**src/rtl/mcs_pkg.sv**
```systemverilog
package mcs_pkg;
	localparam int SMP_W = 16;
	localparam int ACC_W = 24;
	localparam int TACC_W = 26;
	localparam int CNT_W = 8;
	localparam int WAKE_W = 12;
	localparam int TMO_W = 24;
	localparam int CAL_SHIFT = 12;

	localparam logic [7:0] GC_ADDR = 8'h00;
	localparam logic [7:0] GC_RESET_CMD = 8'h06;

	localparam logic [2:0] MODE_PDOWN = 3'h0;
	localparam logic [2:0] MODE_SHUNT_TRIG = 3'h1;
	localparam logic [2:0] MODE_BUS_TRIG = 3'h2;
	localparam logic [2:0] MODE_BOTH_TRIG = 3'h3;
	localparam logic [2:0] MODE_ADC_OFF = 3'h4;
	localparam logic [2:0] MODE_SHUNT_CONT = 3'h5;
	localparam logic [2:0] MODE_BUS_CONT = 3'h6;
	localparam logic [2:0] MODE_BOTH_CONT = 3'h7;
	localparam int MODE_SHUNT_BIT = 0;
	localparam int MODE_BUS_BIT = 1;
	localparam int MODE_CONT_BIT = 2;

	localparam int STAT_CVR_BIT = 6;
	localparam int STAT_CRT_BIT = 5;

	localparam int CLK_PERIOD_NS = 10;
	localparam int PDOWN_RECOVERY_US = 40;
	localparam int WAKE_CYCLES = (PDOWN_RECOVERY_US * 1000 + CLK_PERIOD_NS - 1) / CLK_PERIOD_NS;
	localparam int TEMP_MAX_MS = 130;
	localparam int TEMP_MAX_CYCLES = (TEMP_MAX_MS * 1000000) / CLK_PERIOD_NS;
	localparam int TEMP_READINGS = 4;
	localparam int TEMP_SAMPLES_PER_READING = 150;
	localparam int SHUNT_FS_MAX_MV = 320;

	typedef enum logic [1:0] {CH_SHUNT, CH_BUS, CH_TEMP} mcs_chan_e;
	typedef enum logic [2:0] {ST_IDLE, ST_WAKE, ST_SHUNT, ST_BUS, ST_TEMP} mcs_state_e;

	typedef struct packed {
		logic [2:0] mode;
		logic [2:0] shunt_average_count;
		logic [2:0] bus_average_count;
		logic [1:0] pga;
		logic bus_32v;
		logic temp_en;
	} mcs_cfg_s;

	typedef struct packed {
		logic start;
		mcs_chan_e chan;
		logic [1:0] temp_phase;
		logic [1:0] gain;
	} mcs_adc_req_s;

	typedef struct packed {
		logic [7:0] status_mask;
		logic alert_en;
		logic wd_active_high;
		logic wd_latched;
	} mcs_wd_s;

	typedef struct packed {
		mcs_state_e state;
		logic [CNT_W-1:0] cnt;
		logic [1:0] ph;
		logic signed [ACC_W-1:0] acc;
		logic signed [TACC_W-1:0] tacc;
		logic waiting;
		logic [WAKE_W-1:0] wake;
		logic [TMO_W-1:0] tmo;
		logic pd;
		logic pend;
		logic ovr;
		logic signed [SMP_W-1:0] shres;
		logic signed [SMP_W-1:0] bsres;
		logic signed [TACC_W-1:0] tres;
		mcs_adc_req_s req;
		logic abort;
		logic mgo;
		logic mvolt;
		logic mtemp;
	} mcs_seq_s;

	typedef struct packed {
		logic [1:0] stage;
		logic signed [SMP_W-1:0] sh;
		logic signed [SMP_W-1:0] bs;
		logic signed [SMP_W-1:0] cur;
		logic signed [2*SMP_W-1:0] pwr;
		logic volt;
		logic temp;
		logic conv_ready_flag;
		logic temp_conv_ready_flag;
	} mcs_math_s;

	localparam mcs_seq_s SEQ_RESET = '0;
	localparam mcs_math_s MATH_RESET = '0;
	localparam mcs_wd_s WD_RESET = '{status_mask: 8'hff, alert_en: 1'b0, wd_active_high: 1'b0, wd_latched: 1'b0};
endpackage

```
**src/rtl/mcs_sequencer.sv**
```systemverilog
`timescale 1ns/100ps
module mcs_sequencer #(
	parameter int TEMP_TIMEOUT_CYCLES = mcs_pkg::TEMP_MAX_CYCLES
) (
	input wire logic sys_clk,
	input wire logic reset_n,
	input wire logic rx_start,
	input wire logic rx_byte_valid,
	input wire logic [7:0] rx_byte,
	output logic gc_ack,
	output logic soft_reset,
	input wire mcs_pkg::mcs_cfg_s cfg,
	input wire logic [15:0] cal_value,
	input wire logic one_shot_trigger,
	input wire logic status_read,
	input wire logic wd_write,
	input wire mcs_pkg::mcs_wd_s wd_wdata,
	output mcs_pkg::mcs_wd_s wd_cfg,
	output mcs_pkg::mcs_adc_req_s adc_req,
	output logic adc_abort,
	input wire logic adc_done,
	input wire logic signed [15:0] adc_data,
	output logic signed [15:0] shunt_result,
	output logic signed [15:0] bus_result,
	output logic signed [15:0] current_result,
	output logic signed [31:0] power_result,
	output logic signed [25:0] temp_result,
	output logic temp_overrun,
	output logic [7:0] status,
	output logic busy
);
	import mcs_pkg::*;

	if (TEMP_TIMEOUT_CYCLES < 1 || TEMP_TIMEOUT_CYCLES >= (1 << TMO_W)) begin : g_chk_tmo
		$error("TEMP_TIMEOUT_CYCLES out of range");
	end

	function automatic logic signed [SMP_W-1:0] avg_div(input logic signed [ACC_W-1:0] s, input logic [2:0] n);
		logic signed [ACC_W-1:0] t;
		t = s >>> n;
		return t[SMP_W-1:0];
	endfunction

	function automatic logic [CNT_W-1:0] avg_last(input logic [2:0] n);
		logic [CNT_W-1:0] one;
		one = CNT_W'(1);
		return (one << n) - one;
	endfunction

	// General-call decoder
	logic first_r, first_nxt;
	logic armed_r, armed_nxt;
	logic ack_r, ack_nxt;
	logic sw_rst_r, sw_rst_nxt;

	always_comb begin
		first_nxt = first_r;
		armed_nxt = armed_r;
		ack_nxt = 1'b0;
		sw_rst_nxt = 1'b0;
		if (rx_start) begin
			first_nxt = 1'b1;
			armed_nxt = 1'b0;
		end else if (rx_byte_valid) begin
			first_nxt = 1'b0;
			armed_nxt = 1'b0;
			if (first_r && rx_byte == GC_ADDR) begin
				ack_nxt = 1'b1;
				armed_nxt = 1'b1;
			end else if (armed_r && rx_byte == GC_RESET_CMD) begin
				sw_rst_nxt = 1'b1;
			end
			// Any other command byte just disarms the decoder
		end
	end

	always_ff @(posedge sys_clk or negedge reset_n) begin
		if (!reset_n) begin
			first_r <= 1'b0;
			armed_r <= 1'b0;
			ack_r <= 1'b0;
			sw_rst_r <= 1'b0;
		end else begin
			first_r <= first_nxt;
			armed_r <= armed_nxt;
			ack_r <= ack_nxt;
			sw_rst_r <= sw_rst_nxt;
		end
	end

	// Conversion sequencer
	mcs_seq_s seq_r, seq_nxt;
	logic mode_off;
	logic volt_done;
	logic signed [ACC_W-1:0] acc_sum;
	logic signed [TACC_W-1:0] tacc_sum;

	assign mode_off = cfg.mode[MODE_SHUNT_BIT] == 1'b0 && cfg.mode[MODE_BUS_BIT] == 1'b0;
	assign acc_sum = seq_r.acc + ACC_W'(adc_data);
	assign tacc_sum = seq_r.tacc + TACC_W'(adc_data);

	always_comb begin
		seq_nxt = seq_r;
		seq_nxt.req.start = 1'b0;
		seq_nxt.abort = 1'b0;
		seq_nxt.mgo = 1'b0;
		seq_nxt.mvolt = 1'b0;
		seq_nxt.mtemp = 1'b0;
		volt_done = 1'b0;
		if (cfg.mode == MODE_PDOWN) begin
			seq_nxt.pd = 1'b1;
		end
		case (seq_r.state)
			ST_IDLE: begin
				if (!mode_off) begin
					if (seq_r.pd) begin
						seq_nxt.state = ST_WAKE;
						seq_nxt.wake = '0;
					end else if (cfg.mode[MODE_CONT_BIT] || seq_r.pend) begin
						seq_nxt.pend = 1'b0;
						seq_nxt.cnt = '0;
						seq_nxt.acc = '0;
						seq_nxt.waiting = 1'b0;
						seq_nxt.state = cfg.mode[MODE_SHUNT_BIT] ? ST_SHUNT : ST_BUS;
					end
				end
			end
			ST_WAKE: begin
				// Front end settles before any sample is trusted
				if (seq_r.wake == WAKE_W'(WAKE_CYCLES - 1)) begin
					seq_nxt.pd = 1'b0;
					seq_nxt.state = ST_IDLE;
				end else begin
					seq_nxt.wake = seq_r.wake + WAKE_W'(1);
				end
			end
			ST_SHUNT: begin
				if (!seq_r.waiting) begin
					seq_nxt.req.start = 1'b1;
					seq_nxt.req.chan = CH_SHUNT;
					seq_nxt.req.temp_phase = '0;
					seq_nxt.req.gain = cfg.pga;
					seq_nxt.waiting = 1'b1;
				end else if (adc_done) begin
					seq_nxt.waiting = 1'b0;
					// >= so a shrunk count mid-run still terminates
					if (seq_r.cnt >= avg_last(cfg.shunt_average_count)) begin
						seq_nxt.shres = avg_div(acc_sum, cfg.shunt_average_count);
						seq_nxt.cnt = '0;
						seq_nxt.acc = '0;
						if (cfg.mode[MODE_BUS_BIT]) begin
							seq_nxt.state = ST_BUS;
						end else begin
							volt_done = 1'b1;
						end
					end else begin
						seq_nxt.acc = acc_sum;
						seq_nxt.cnt = seq_r.cnt + CNT_W'(1);
					end
				end
			end
			ST_BUS: begin
				if (!seq_r.waiting) begin
					seq_nxt.req.start = 1'b1;
					seq_nxt.req.chan = CH_BUS;
					seq_nxt.req.temp_phase = '0;
					seq_nxt.req.gain = {1'b0, cfg.bus_32v};
					seq_nxt.waiting = 1'b1;
				end else if (adc_done) begin
					seq_nxt.waiting = 1'b0;
					if (seq_r.cnt >= avg_last(cfg.bus_average_count)) begin
						seq_nxt.bsres = avg_div(acc_sum, cfg.bus_average_count);
						seq_nxt.cnt = '0;
						seq_nxt.acc = '0;
						volt_done = 1'b1;
					end else begin
						seq_nxt.acc = acc_sum;
						seq_nxt.cnt = seq_r.cnt + CNT_W'(1);
					end
				end
			end
			ST_TEMP: begin
				seq_nxt.tmo = seq_r.tmo + TMO_W'(1);
				if (seq_r.tmo == TMO_W'(TEMP_TIMEOUT_CYCLES - 1)) begin
					// Overlong reading is dropped; old result stays
					seq_nxt.ovr = 1'b1;
					seq_nxt.abort = seq_r.waiting;
					seq_nxt.waiting = 1'b0;
					seq_nxt.state = ST_IDLE;
					seq_nxt.mgo = 1'b1;
					seq_nxt.mvolt = 1'b1;
				end else if (!seq_r.waiting) begin
					seq_nxt.req.start = 1'b1;
					seq_nxt.req.chan = CH_TEMP;
					seq_nxt.req.temp_phase = seq_r.ph;
					seq_nxt.req.gain = '0;
					seq_nxt.waiting = 1'b1;
				end else if (adc_done) begin
					seq_nxt.waiting = 1'b0;
					seq_nxt.tacc = tacc_sum;
					if (seq_r.cnt == CNT_W'(TEMP_SAMPLES_PER_READING - 1)) begin
						seq_nxt.cnt = '0;
						if (seq_r.ph == 2'(TEMP_READINGS - 1)) begin
							seq_nxt.tres = tacc_sum;
							seq_nxt.ovr = 1'b0;
							seq_nxt.state = ST_IDLE;
							seq_nxt.mgo = 1'b1;
							seq_nxt.mvolt = 1'b1;
							seq_nxt.mtemp = 1'b1;
						end else begin
							seq_nxt.ph = seq_r.ph + 2'(1);
						end
					end else begin
						seq_nxt.cnt = seq_r.cnt + CNT_W'(1);
					end
				end
			end
			default: begin
				seq_nxt.state = ST_IDLE;
			end
		endcase
		if (volt_done) begin
			if (cfg.temp_en) begin
				seq_nxt.state = ST_TEMP;
				seq_nxt.ph = '0;
				seq_nxt.tacc = '0;
				seq_nxt.tmo = '0;
			end else begin
				seq_nxt.state = ST_IDLE;
				seq_nxt.mgo = 1'b1;
				seq_nxt.mvolt = 1'b1;
			end
		end
		if (mode_off && seq_r.state != ST_IDLE) begin
			seq_nxt.state = ST_IDLE;
			seq_nxt.waiting = 1'b0;
			seq_nxt.req.start = 1'b0;
			seq_nxt.mgo = 1'b0;
			seq_nxt.abort = seq_r.waiting || seq_r.req.start;
		end
		// Trigger after the start check so none is lost
		if (one_shot_trigger && !cfg.mode[MODE_CONT_BIT] && !mode_off) begin
			seq_nxt.pend = 1'b1;
		end
		if (sw_rst_r) begin
			seq_nxt = SEQ_RESET;
			seq_nxt.abort = seq_r.state != ST_IDLE;
		end
	end

	always_ff @(posedge sys_clk or negedge reset_n) begin
		if (!reset_n) begin
			seq_r <= SEQ_RESET;
		end else begin
			seq_r <= seq_nxt;
		end
	end

	// Background math and ready flags
	mcs_math_s m_r, m_nxt;
	logic signed [2*SMP_W:0] cur_prod;

	assign cur_prod = m_r.sh * $signed({1'b0, cal_value});

	always_comb begin
		m_nxt = m_r;
		if (status_read || one_shot_trigger) begin
			m_nxt.conv_ready_flag = 1'b0;
			m_nxt.temp_conv_ready_flag = 1'b0;
		end
		case (m_r.stage)
			2'd0: begin
				if (seq_r.mgo) begin
					// Pair from one cycle, even if sampled far apart
					m_nxt.sh = seq_r.shres;
					m_nxt.bs = seq_r.bsres;
					m_nxt.volt = seq_r.mvolt;
					m_nxt.temp = seq_r.mtemp;
					m_nxt.stage = 2'd1;
				end
			end
			2'd1: begin
				m_nxt.cur = cur_prod[CAL_SHIFT+SMP_W-1:CAL_SHIFT];
				m_nxt.stage = 2'd2;
			end
			2'd2: begin
				m_nxt.pwr = m_r.cur * m_r.bs;
				m_nxt.stage = 2'd0;
				// Set after the clear: a clear in the same cycle loses
				if (m_r.volt) begin
					m_nxt.conv_ready_flag = 1'b1;
				end
				if (m_r.temp) begin
					m_nxt.temp_conv_ready_flag = 1'b1;
				end
			end
			default: begin
				m_nxt.stage = 2'd0;
			end
		endcase
		if (sw_rst_r) begin
			m_nxt = MATH_RESET;
		end
	end

	always_ff @(posedge sys_clk or negedge reset_n) begin
		if (!reset_n) begin
			m_r <= MATH_RESET;
		end else begin
			m_r <= m_nxt;
		end
	end

	// Alert and watchdog configuration defaults
	mcs_wd_s wd_r, wd_nxt;

	always_comb begin
		wd_nxt = wd_r;
		if (wd_write) begin
			wd_nxt = wd_wdata;
		end
		if (sw_rst_r) begin
			wd_nxt = WD_RESET;
		end
	end

	always_ff @(posedge sys_clk or negedge reset_n) begin
		if (!reset_n) begin
			wd_r <= WD_RESET;
		end else begin
			wd_r <= wd_nxt;
		end
	end

	logic [7:0] status_r, status_nxt;
	logic busy_r, busy_nxt;

	always_comb begin
		status_nxt = '0;
		status_nxt[STAT_CVR_BIT] = m_nxt.conv_ready_flag;
		status_nxt[STAT_CRT_BIT] = m_nxt.temp_conv_ready_flag;
		busy_nxt = seq_nxt.state != ST_IDLE;
	end

	always_ff @(posedge sys_clk or negedge reset_n) begin
		if (!reset_n) begin
			status_r <= '0;
			busy_r <= 1'b0;
		end else begin
			status_r <= status_nxt;
			busy_r <= busy_nxt;
		end
	end

	assign gc_ack = ack_r;
	assign soft_reset = sw_rst_r;
	assign wd_cfg = wd_r;
	assign adc_req = seq_r.req;
	assign adc_abort = seq_r.abort;
	assign shunt_result = seq_r.shres;
	assign bus_result = seq_r.bsres;
	assign temp_result = seq_r.tres;
	assign temp_overrun = seq_r.ovr;
	assign current_result = m_r.cur;
	assign power_result = m_r.pwr;
	assign status = status_r;
	assign busy = busy_r;
endmodule

```
**config.mk**
```make
export PLATFORM = sky130hd
export DESIGN_NAME = mcs_sequencer
export DESIGN_NICKNAME = d
export VERILOG_FILES = /design/src/rtl/mcs_pkg.sv /design/src/rtl/mcs_sequencer.sv
export SDC_FILE = /design/constraint.sdc
export NUM_CORES = 2
export LEC_CHECK = 0
export BUFFER_PORTS_ARGS = -buffer_cell sky130_fd_sc_hd__buf_2
export CAP_MARGIN = 20
export CORE_UTILIZATION = 48
export DETAILED_ROUTE_END_ITERATION = 12
export PLACE_DENSITY_LB_ADDON = 0.25
export SYNTH_ARGS = -nofsm -noshare
export SYNTH_HDL_FRONTEND = slang
export SYNTH_SLANG_ARGS = --single-unit
```
**constraint.sdc**
```tcl
create_clock -name sys_clk -period 8.9 [get_ports sys_clk]
set_input_delay 1.78 -clock sys_clk [delete_from_list [all_inputs] [get_ports sys_clk]]
set_output_delay 1.78 -clock sys_clk [all_outputs]
set_load 0.02 [all_outputs]
```
* Word level (Yosys, flattened, before mapping) *
Index checks and enable logic that the tools add are counted.
Widths: inputs -> output; s select.

word-level totals
  flip-flop bits (word level) = 276
  input bits = 72
  output and inout bits = 137
  logic and storage cells = 285

operators by class
  $add $sub $neg = 8
  multiply operators = 2
  magnitude comparators = 2
  eq/ne operators = 33
  shift-type cells = 4
  muxes and demuxes = 138
  bitwise logic cells = 2
  reduce and logical (&&, ||, !) cells = 55

operators by type and width
  cell                number
  $mux 24             12
  $mux 26             10
  $mux 172            1
  $mux 16             9
  $mux 86             1
  $pmux 24 s3         1
  $mux 11             6
  $mux 32             2
  $mux 8              6
  $ne 3x3->1 const B  16
  $sshr 24x3->16      2
  $mux 1              43
  $mux 3              14
  $mux 13             3
  $mux 34             1
  $mux 33             1
  $mul 16x16->32      1
  $pmux 8 s4          1
  $reduce_bool 2->1   15
  $mul 16x17->28      1
  $mux 27             1
  $reduce_bool 3->1   9
  $add 26x16->26      1
  $mux 2              13
  46 further kinds    74

* Logic depth before layout (Yosys ltp) *
  depth in word-level cells = 12
  mapped depth = 25
  mapped depth without buffers = 23

* Worst setup path after synthesis *
Ideal clock, no wire load.

  path type = input to register
  start point = in cal_value[7]
  end point = reg m_r, in the netlist current_result[15]
  setup time = 121 ps
  data arrival time = 7084 ps
  required time = 8779 ps
  slack = 1695 ps
  stages on the path = 23
  path buffers = 1
  path through = clkbuf_1 nand2_1 fa_1 inv_1 fa_1 inv_1 fa_1 inv_1 fa_1 fa_1 inv_1 fa_1 inv_1 ha_1 a21o_1 a21o_1 a21oi_1 a211oi_1 a21oi_1 o31ai_1 a31oi_1 xnor2_1 a22o_1

between the ends
  cells in the longest elaborated chain, start to end = 3

RTL lines
  what                    line                  source
  start: declaration      mcs_sequencer.sv:13   input wire logic [15:0] cal_value,
  $mul 16x17->28          mcs_sequencer.sv:263  assign cur_prod = m_r.sh * $signed({1'b0, cal_value});
  $mux 16                 mcs_sequencer.sv:271  case (m_r.stage)
  $mux 86                 mcs_sequencer.sv:301  if (sw_rst_r) begin
  end signal: assignment  mcs_sequencer.sv:310  m_r <= m_nxt;
  end: declaration        mcs_sequencer.sv:260  mcs_math_s m_r, m_nxt;

No other way between the ends. The select of a mux whose other input is x is not followed.
A chain may end at the register's enable or synchronous reset.

* Worst setup path after layout *
  start point = reg m_r, in the netlist current_result[7]
  end point = reg m_r, in the netlist power_result[30]

between the ends
  cells in the longest elaborated chain, start to end = 3

RTL lines
  what            line                  source
  $mul 16x16->32  mcs_sequencer.sv:287  m_nxt.pwr = m_r.cur * m_r.bs;
  $mux 32         mcs_sequencer.sv:271
  $mux 86         mcs_sequencer.sv:301

No other way between the ends. The select of a mux whose other input is x is not followed.

==> run summary <==
In the routed layout, each cell is associated on average with a via count of ~5.4. The count of input and output buffers is approximately 200. The slack of the worst reg-to-reg path came out at 1700 ps. In this run the tightest slew margin relative to its limit is 28.39%. Data on the critical path arrives at its endpoint at between 7000 and 8000 ps. The worst register-to-register path begins at current_result[7]. The final number of setup-violating endpoints came out at 0. The leakage component of the power is about 0.019 µW. The global-route wire length before repair came out at roughly 140,000 µm. The detailed-router iteration count before antenna repair came out at 7. The hold violation count in the final report came to 0.

The class of the tightest hold or removal check is reg2reg. In this run the power spent charging and discharging nets is between 1500 and 2000 µW. The die height is about 270 µm.

The via count of the first global-routing pass is about 25k. The layer flagged by global routing as most heavily used is met2. At the end of the flow, the number of nets in the layout was 4,419. The internal power summed over all cells came out at 2874 µW.

The die footprint came out at approximately 70,000 µm². The clock drives around 270 sinks. In the final layout, the share of cells above drive strength 1 is roughly a tenth.

The area of the placeable core came out at ~70,000 µm². The sequential share of power is around a third. On the final layout, the worst clock skew is between 15 and 20 ps. The horizontal extent of the die is 268.0 µm. The final RePlAce weighted congestion came out at between 0.9 and 1. For this run, the leading register cell type out of synthesis is sky130_fd_sc_hd__dfrtp_1.

Summing every instance area after synthesis gives 33,960 µm². Counting the buffers created by CTS gives 34. The number of antenna repair diodes came out at 0. Counting flops with a built-in enable in the synthesized netlist gives 0. The vias after detailed routing came out at approximately 25k.

TritonCTS built the clock tree. The highest clock frequency the design can meet came out at 0.1388 GHz. The run finished with clean final reports. The count of final max-slew check failures came to 0.

For this block, the initial DRC count from the detailed router was about 1.6k. For this run, the register share of the synthesized area comes to between 20% and 30%. In this run the most critical hold path is launched from seq_r[0]. Entering global routing, the biggest net connects between 100 and 150 pins. The number of violations of the max-capacitance limit came out at 0. In this run the power density over the cells is ~130 nW/µm². After synthesis, the share of flip-flops with an asynchronous set or reset is between 90% and 100%. The logic depth of the worst register-to-register path is 21. The number of synthesized register bits is 273.

At the worst endpoint, the required time is between 9000 and 10,000 ps. The met2 track utilization from global routing is about 40%. The area of all placed cells without fillers came out at 36,030 µm². The clock share of power came out at roughly 30%. The number of placement rows is 97. For met1 alone, demand over resource in global routing was roughly a third. The filler cells instantiated in the layout total 6,575.

The switching part of the total power came out at between 30% and 40%. The clock-pin slew on the worst setup and hold paths is 50 ps. The average detailed-routed wire length per instance came out at 18.75 µm. The total routing usage reported by global routing is around 25%. The logic gate share of total power came out at between 30% and 40%.

The count of different cell masters after synthesis came out at 90. After technology mapping, the gate count stands at roughly 3.7k. The count of hold buffers inserted by post-cts repair is 0.

The cell sitting at the root of the clock tree is a sky130_fd_sc_hd__clkbuf_16. The synthesis-to-finish area growth is 6.087%. The worst-path maximum fanout is 18.

The count of cells along the worst hold path came out at 1. The clock insertion delay at the later pin of the skew report came out at 570 ps. The largest vdd supply drop is 0.1458 mV. Once layout is complete, the utilization of the core stands at about half. The number of buffers added for setup after CTS came out at 0. The worst setup path is captured at a flop. The sum of negative setup slack is 0 ps.

The number of remaining DRC errors came out at 0. The worst setup path is of the reg2reg kind. Setup repair after global routing left no endpoint under its margin. After legalization and detailed placement, the total HPWL measured about 66,000 µm.

During synthesis, Yosys emitted a total of 0 warnings. The capture instance of the worst register-to-register path is power_result[30]. The number of I/O pins came out at 209. In this run the remaining antenna-violating nets after routing total 0. The number of gates resized after CTS was 0. The shortest period the worst path allows is between 7000 and 8000 ps. The maximum level of the CTS H-tree is 2.

The starting utilization of the core area came out at roughly 48%. The total length of routed wires came out at 86,530 µm. The cell area after placement came out at around 35,000 µm². The path with the worst hold slack has its endpoint at m_r[2]. The buffer depth of the longest clock path came out at 3.

The average cell area after synthesis is between 9 and 10 µm². The critical path launch point type is a flop. At the pin with the least slew margin, the transition time is about 1100 ps. The period utilization is 80.92%. The initial antenna violation count is 5. The total overflow left after global routing is 0.

The fraction of met3 tracks used by global routing is 5.186%.
worst max-delay path: stages, from the launching register on:
cell and delay [ps]:
sky130_fd_sc_hd__dfrtp_1 910, sky130_fd_sc_hd__nand2_1 180, sky130_fd_sc_hd__fa_1 570, sky130_fd_sc_hd__inv_1 50
sky130_fd_sc_hd__fa_1 490, sky130_fd_sc_hd__inv_1 60, sky130_fd_sc_hd__fa_1 530, sky130_fd_sc_hd__inv_1 50
sky130_fd_sc_hd__fa_1 380, sky130_fd_sc_hd__fa_1 550, sky130_fd_sc_hd__inv_1 60, sky130_fd_sc_hd__fa_1 470
sky130_fd_sc_hd__inv_1 50, sky130_fd_sc_hd__ha_1 360, sky130_fd_sc_hd__and3_1 230, sky130_fd_sc_hd__nand2_1 100
sky130_fd_sc_hd__nor4b_1 800, sky130_fd_sc_hd__o21ai_0 440, sky130_fd_sc_hd__a31oi_1 350, sky130_fd_sc_hd__a31oi_1 140
sky130_fd_sc_hd__xnor2_1 130, sky130_fd_sc_hd__a22o_1 170
area by class of cell:
cell class	instances	area (µm²)	area share, %
clock buffers	48	1013	2.813
clock inverters	11	106.4	0.2952
inverters	558	2095	5.814
multi-input cells	2559	23560	65.40
flip-flops and latches	273	6845	19.00
well taps	940	1176	3.265
repair buffers	226	1231	3.417
power groups by stage:
stage                     Clock (µW)  Sequential, µW  Combinational [µW]
after floorplan                    0            1450                1330
after global placement             0            1460                1740
after detailed placement           0            1470                1750
after CTS                       1430            1450                1760
after global routing            1480            1460                1950
final                           1390            1450                1770
cells in the mapped netlist, types with 56 or more instances:
cell type / n / area share, %
sky130_fd_sc_hd__ha_1: 242 / 8.9
sky130_fd_sc_hd__a22o_1: 96 / 2.5
sky130_fd_sc_hd__fa_1: 453 / 27
sky130_fd_sc_hd__xnor2_1: 81 / 2.1
sky130_fd_sc_hd__o21ai_0: 84 / 1.2
sky130_fd_sc_hd__nand2_1: 415 / 4.6
sky130_fd_sc_hd__nor3_1: 56 / 0.83
sky130_fd_sc_hd__inv_1: 556 / 6.1
sky130_fd_sc_hd__and2_1: 250 / 4.6
sky130_fd_sc_hd__clkbuf_1: 150 / 1.7
sky130_fd_sc_hd__a21oi_1: 146 / 2.2
sky130_fd_sc_hd__buf_4: 122 / 2.7
sky130_fd_sc_hd__nor2_1: 191 / 2.1
sky130_fd_sc_hd__dfrtp_1: 265 / 20
how the worst max path moves through the flow:
stage / startpoint / endpoint / slack [ps] / depth (start not counted)
floorplan: cal_value[7] / current_result[15] / 1700 / 23
global placement: cal_value[7] / current_result[15] / 1260 / 23
detailed placement: cal_value[7] / current_result[15] / 1250 / 23
CTS: current_result[7] / power_result[30] / 1500 / 21
global route: current_result[7] / power_result[30] / 1260 / 21
finish: current_result[7] / power_result[30] / 1700 / 21
per-stage QoR:
stage               instances  total power [µW]  worst slack (ps)  hold WS (ps)
finish                   4615              4610              1698         479.7
global route             4615              4895              1255         499.1
CTS                      4614              4640              1498         483.9
detailed placement       4555              3221              1250         459.5
global placement         4554              3201              1261         450.8
floorplan                3676              2779              1695         445.1
cell families after synthesis:
kind of cell / after synthesis / share of synthesized area [%]
other: 2 / 0.02211
buffers and inverters: 844 / 10.71
and+or+nand+nor: 1115 / 16.05
xor gates and xnor gates: 132 / 3.426
DFF: 273 / 20.15
adders and majority gates: 695 / 35.62
muxes: 44 / 2.395
AOI/OAI and AO/OA: 565 / 11.62
metal layers:
metal  wire length, µm  share of wire (%)
met1             38170                 44
met5                44              0.051
met3              6105                7.1
met4              1819                2.1
met2             40400                 47
state kept, by name (all words and copies together), names as in the netlist:
register	count
seq_r	104
shunt_result	16
adc_req	7
power_result	32
busy	1
adc_abort	1
status	1
first_r	1
temp_result	26
temp_overrun	1
armed_r	1
gc_ack	1
wd_cfg	11
soft_reset	1
current_result	16
m_r	37
bus_result	16
layout by cell type, fill, tap and decap left out, drive strengths merged, types with 10 or more instances in the layout:
cell,instances
and2,250
nand3b,11
a211o,17
nor2b,20
buf,226
inv,559
xor2,51
mux2i,10
fa,453
o21ai,88
nor3,57
nand4,16
nor4,13
clkbuf,48
mux4,29
dfrtp,265
nand2,415
a22o,97
nor2,191
and3,25
a21oi,147
a211oi,30
o21a,17
nand3,39
a21o,53
a31oi,20
or3,15
nor3b,10
xnor2,81
ha,242
a2111oi,10
o31ai,14
o211ai,15
nand2b,25
Note: power is estimated with default switching activity, not from simulation.
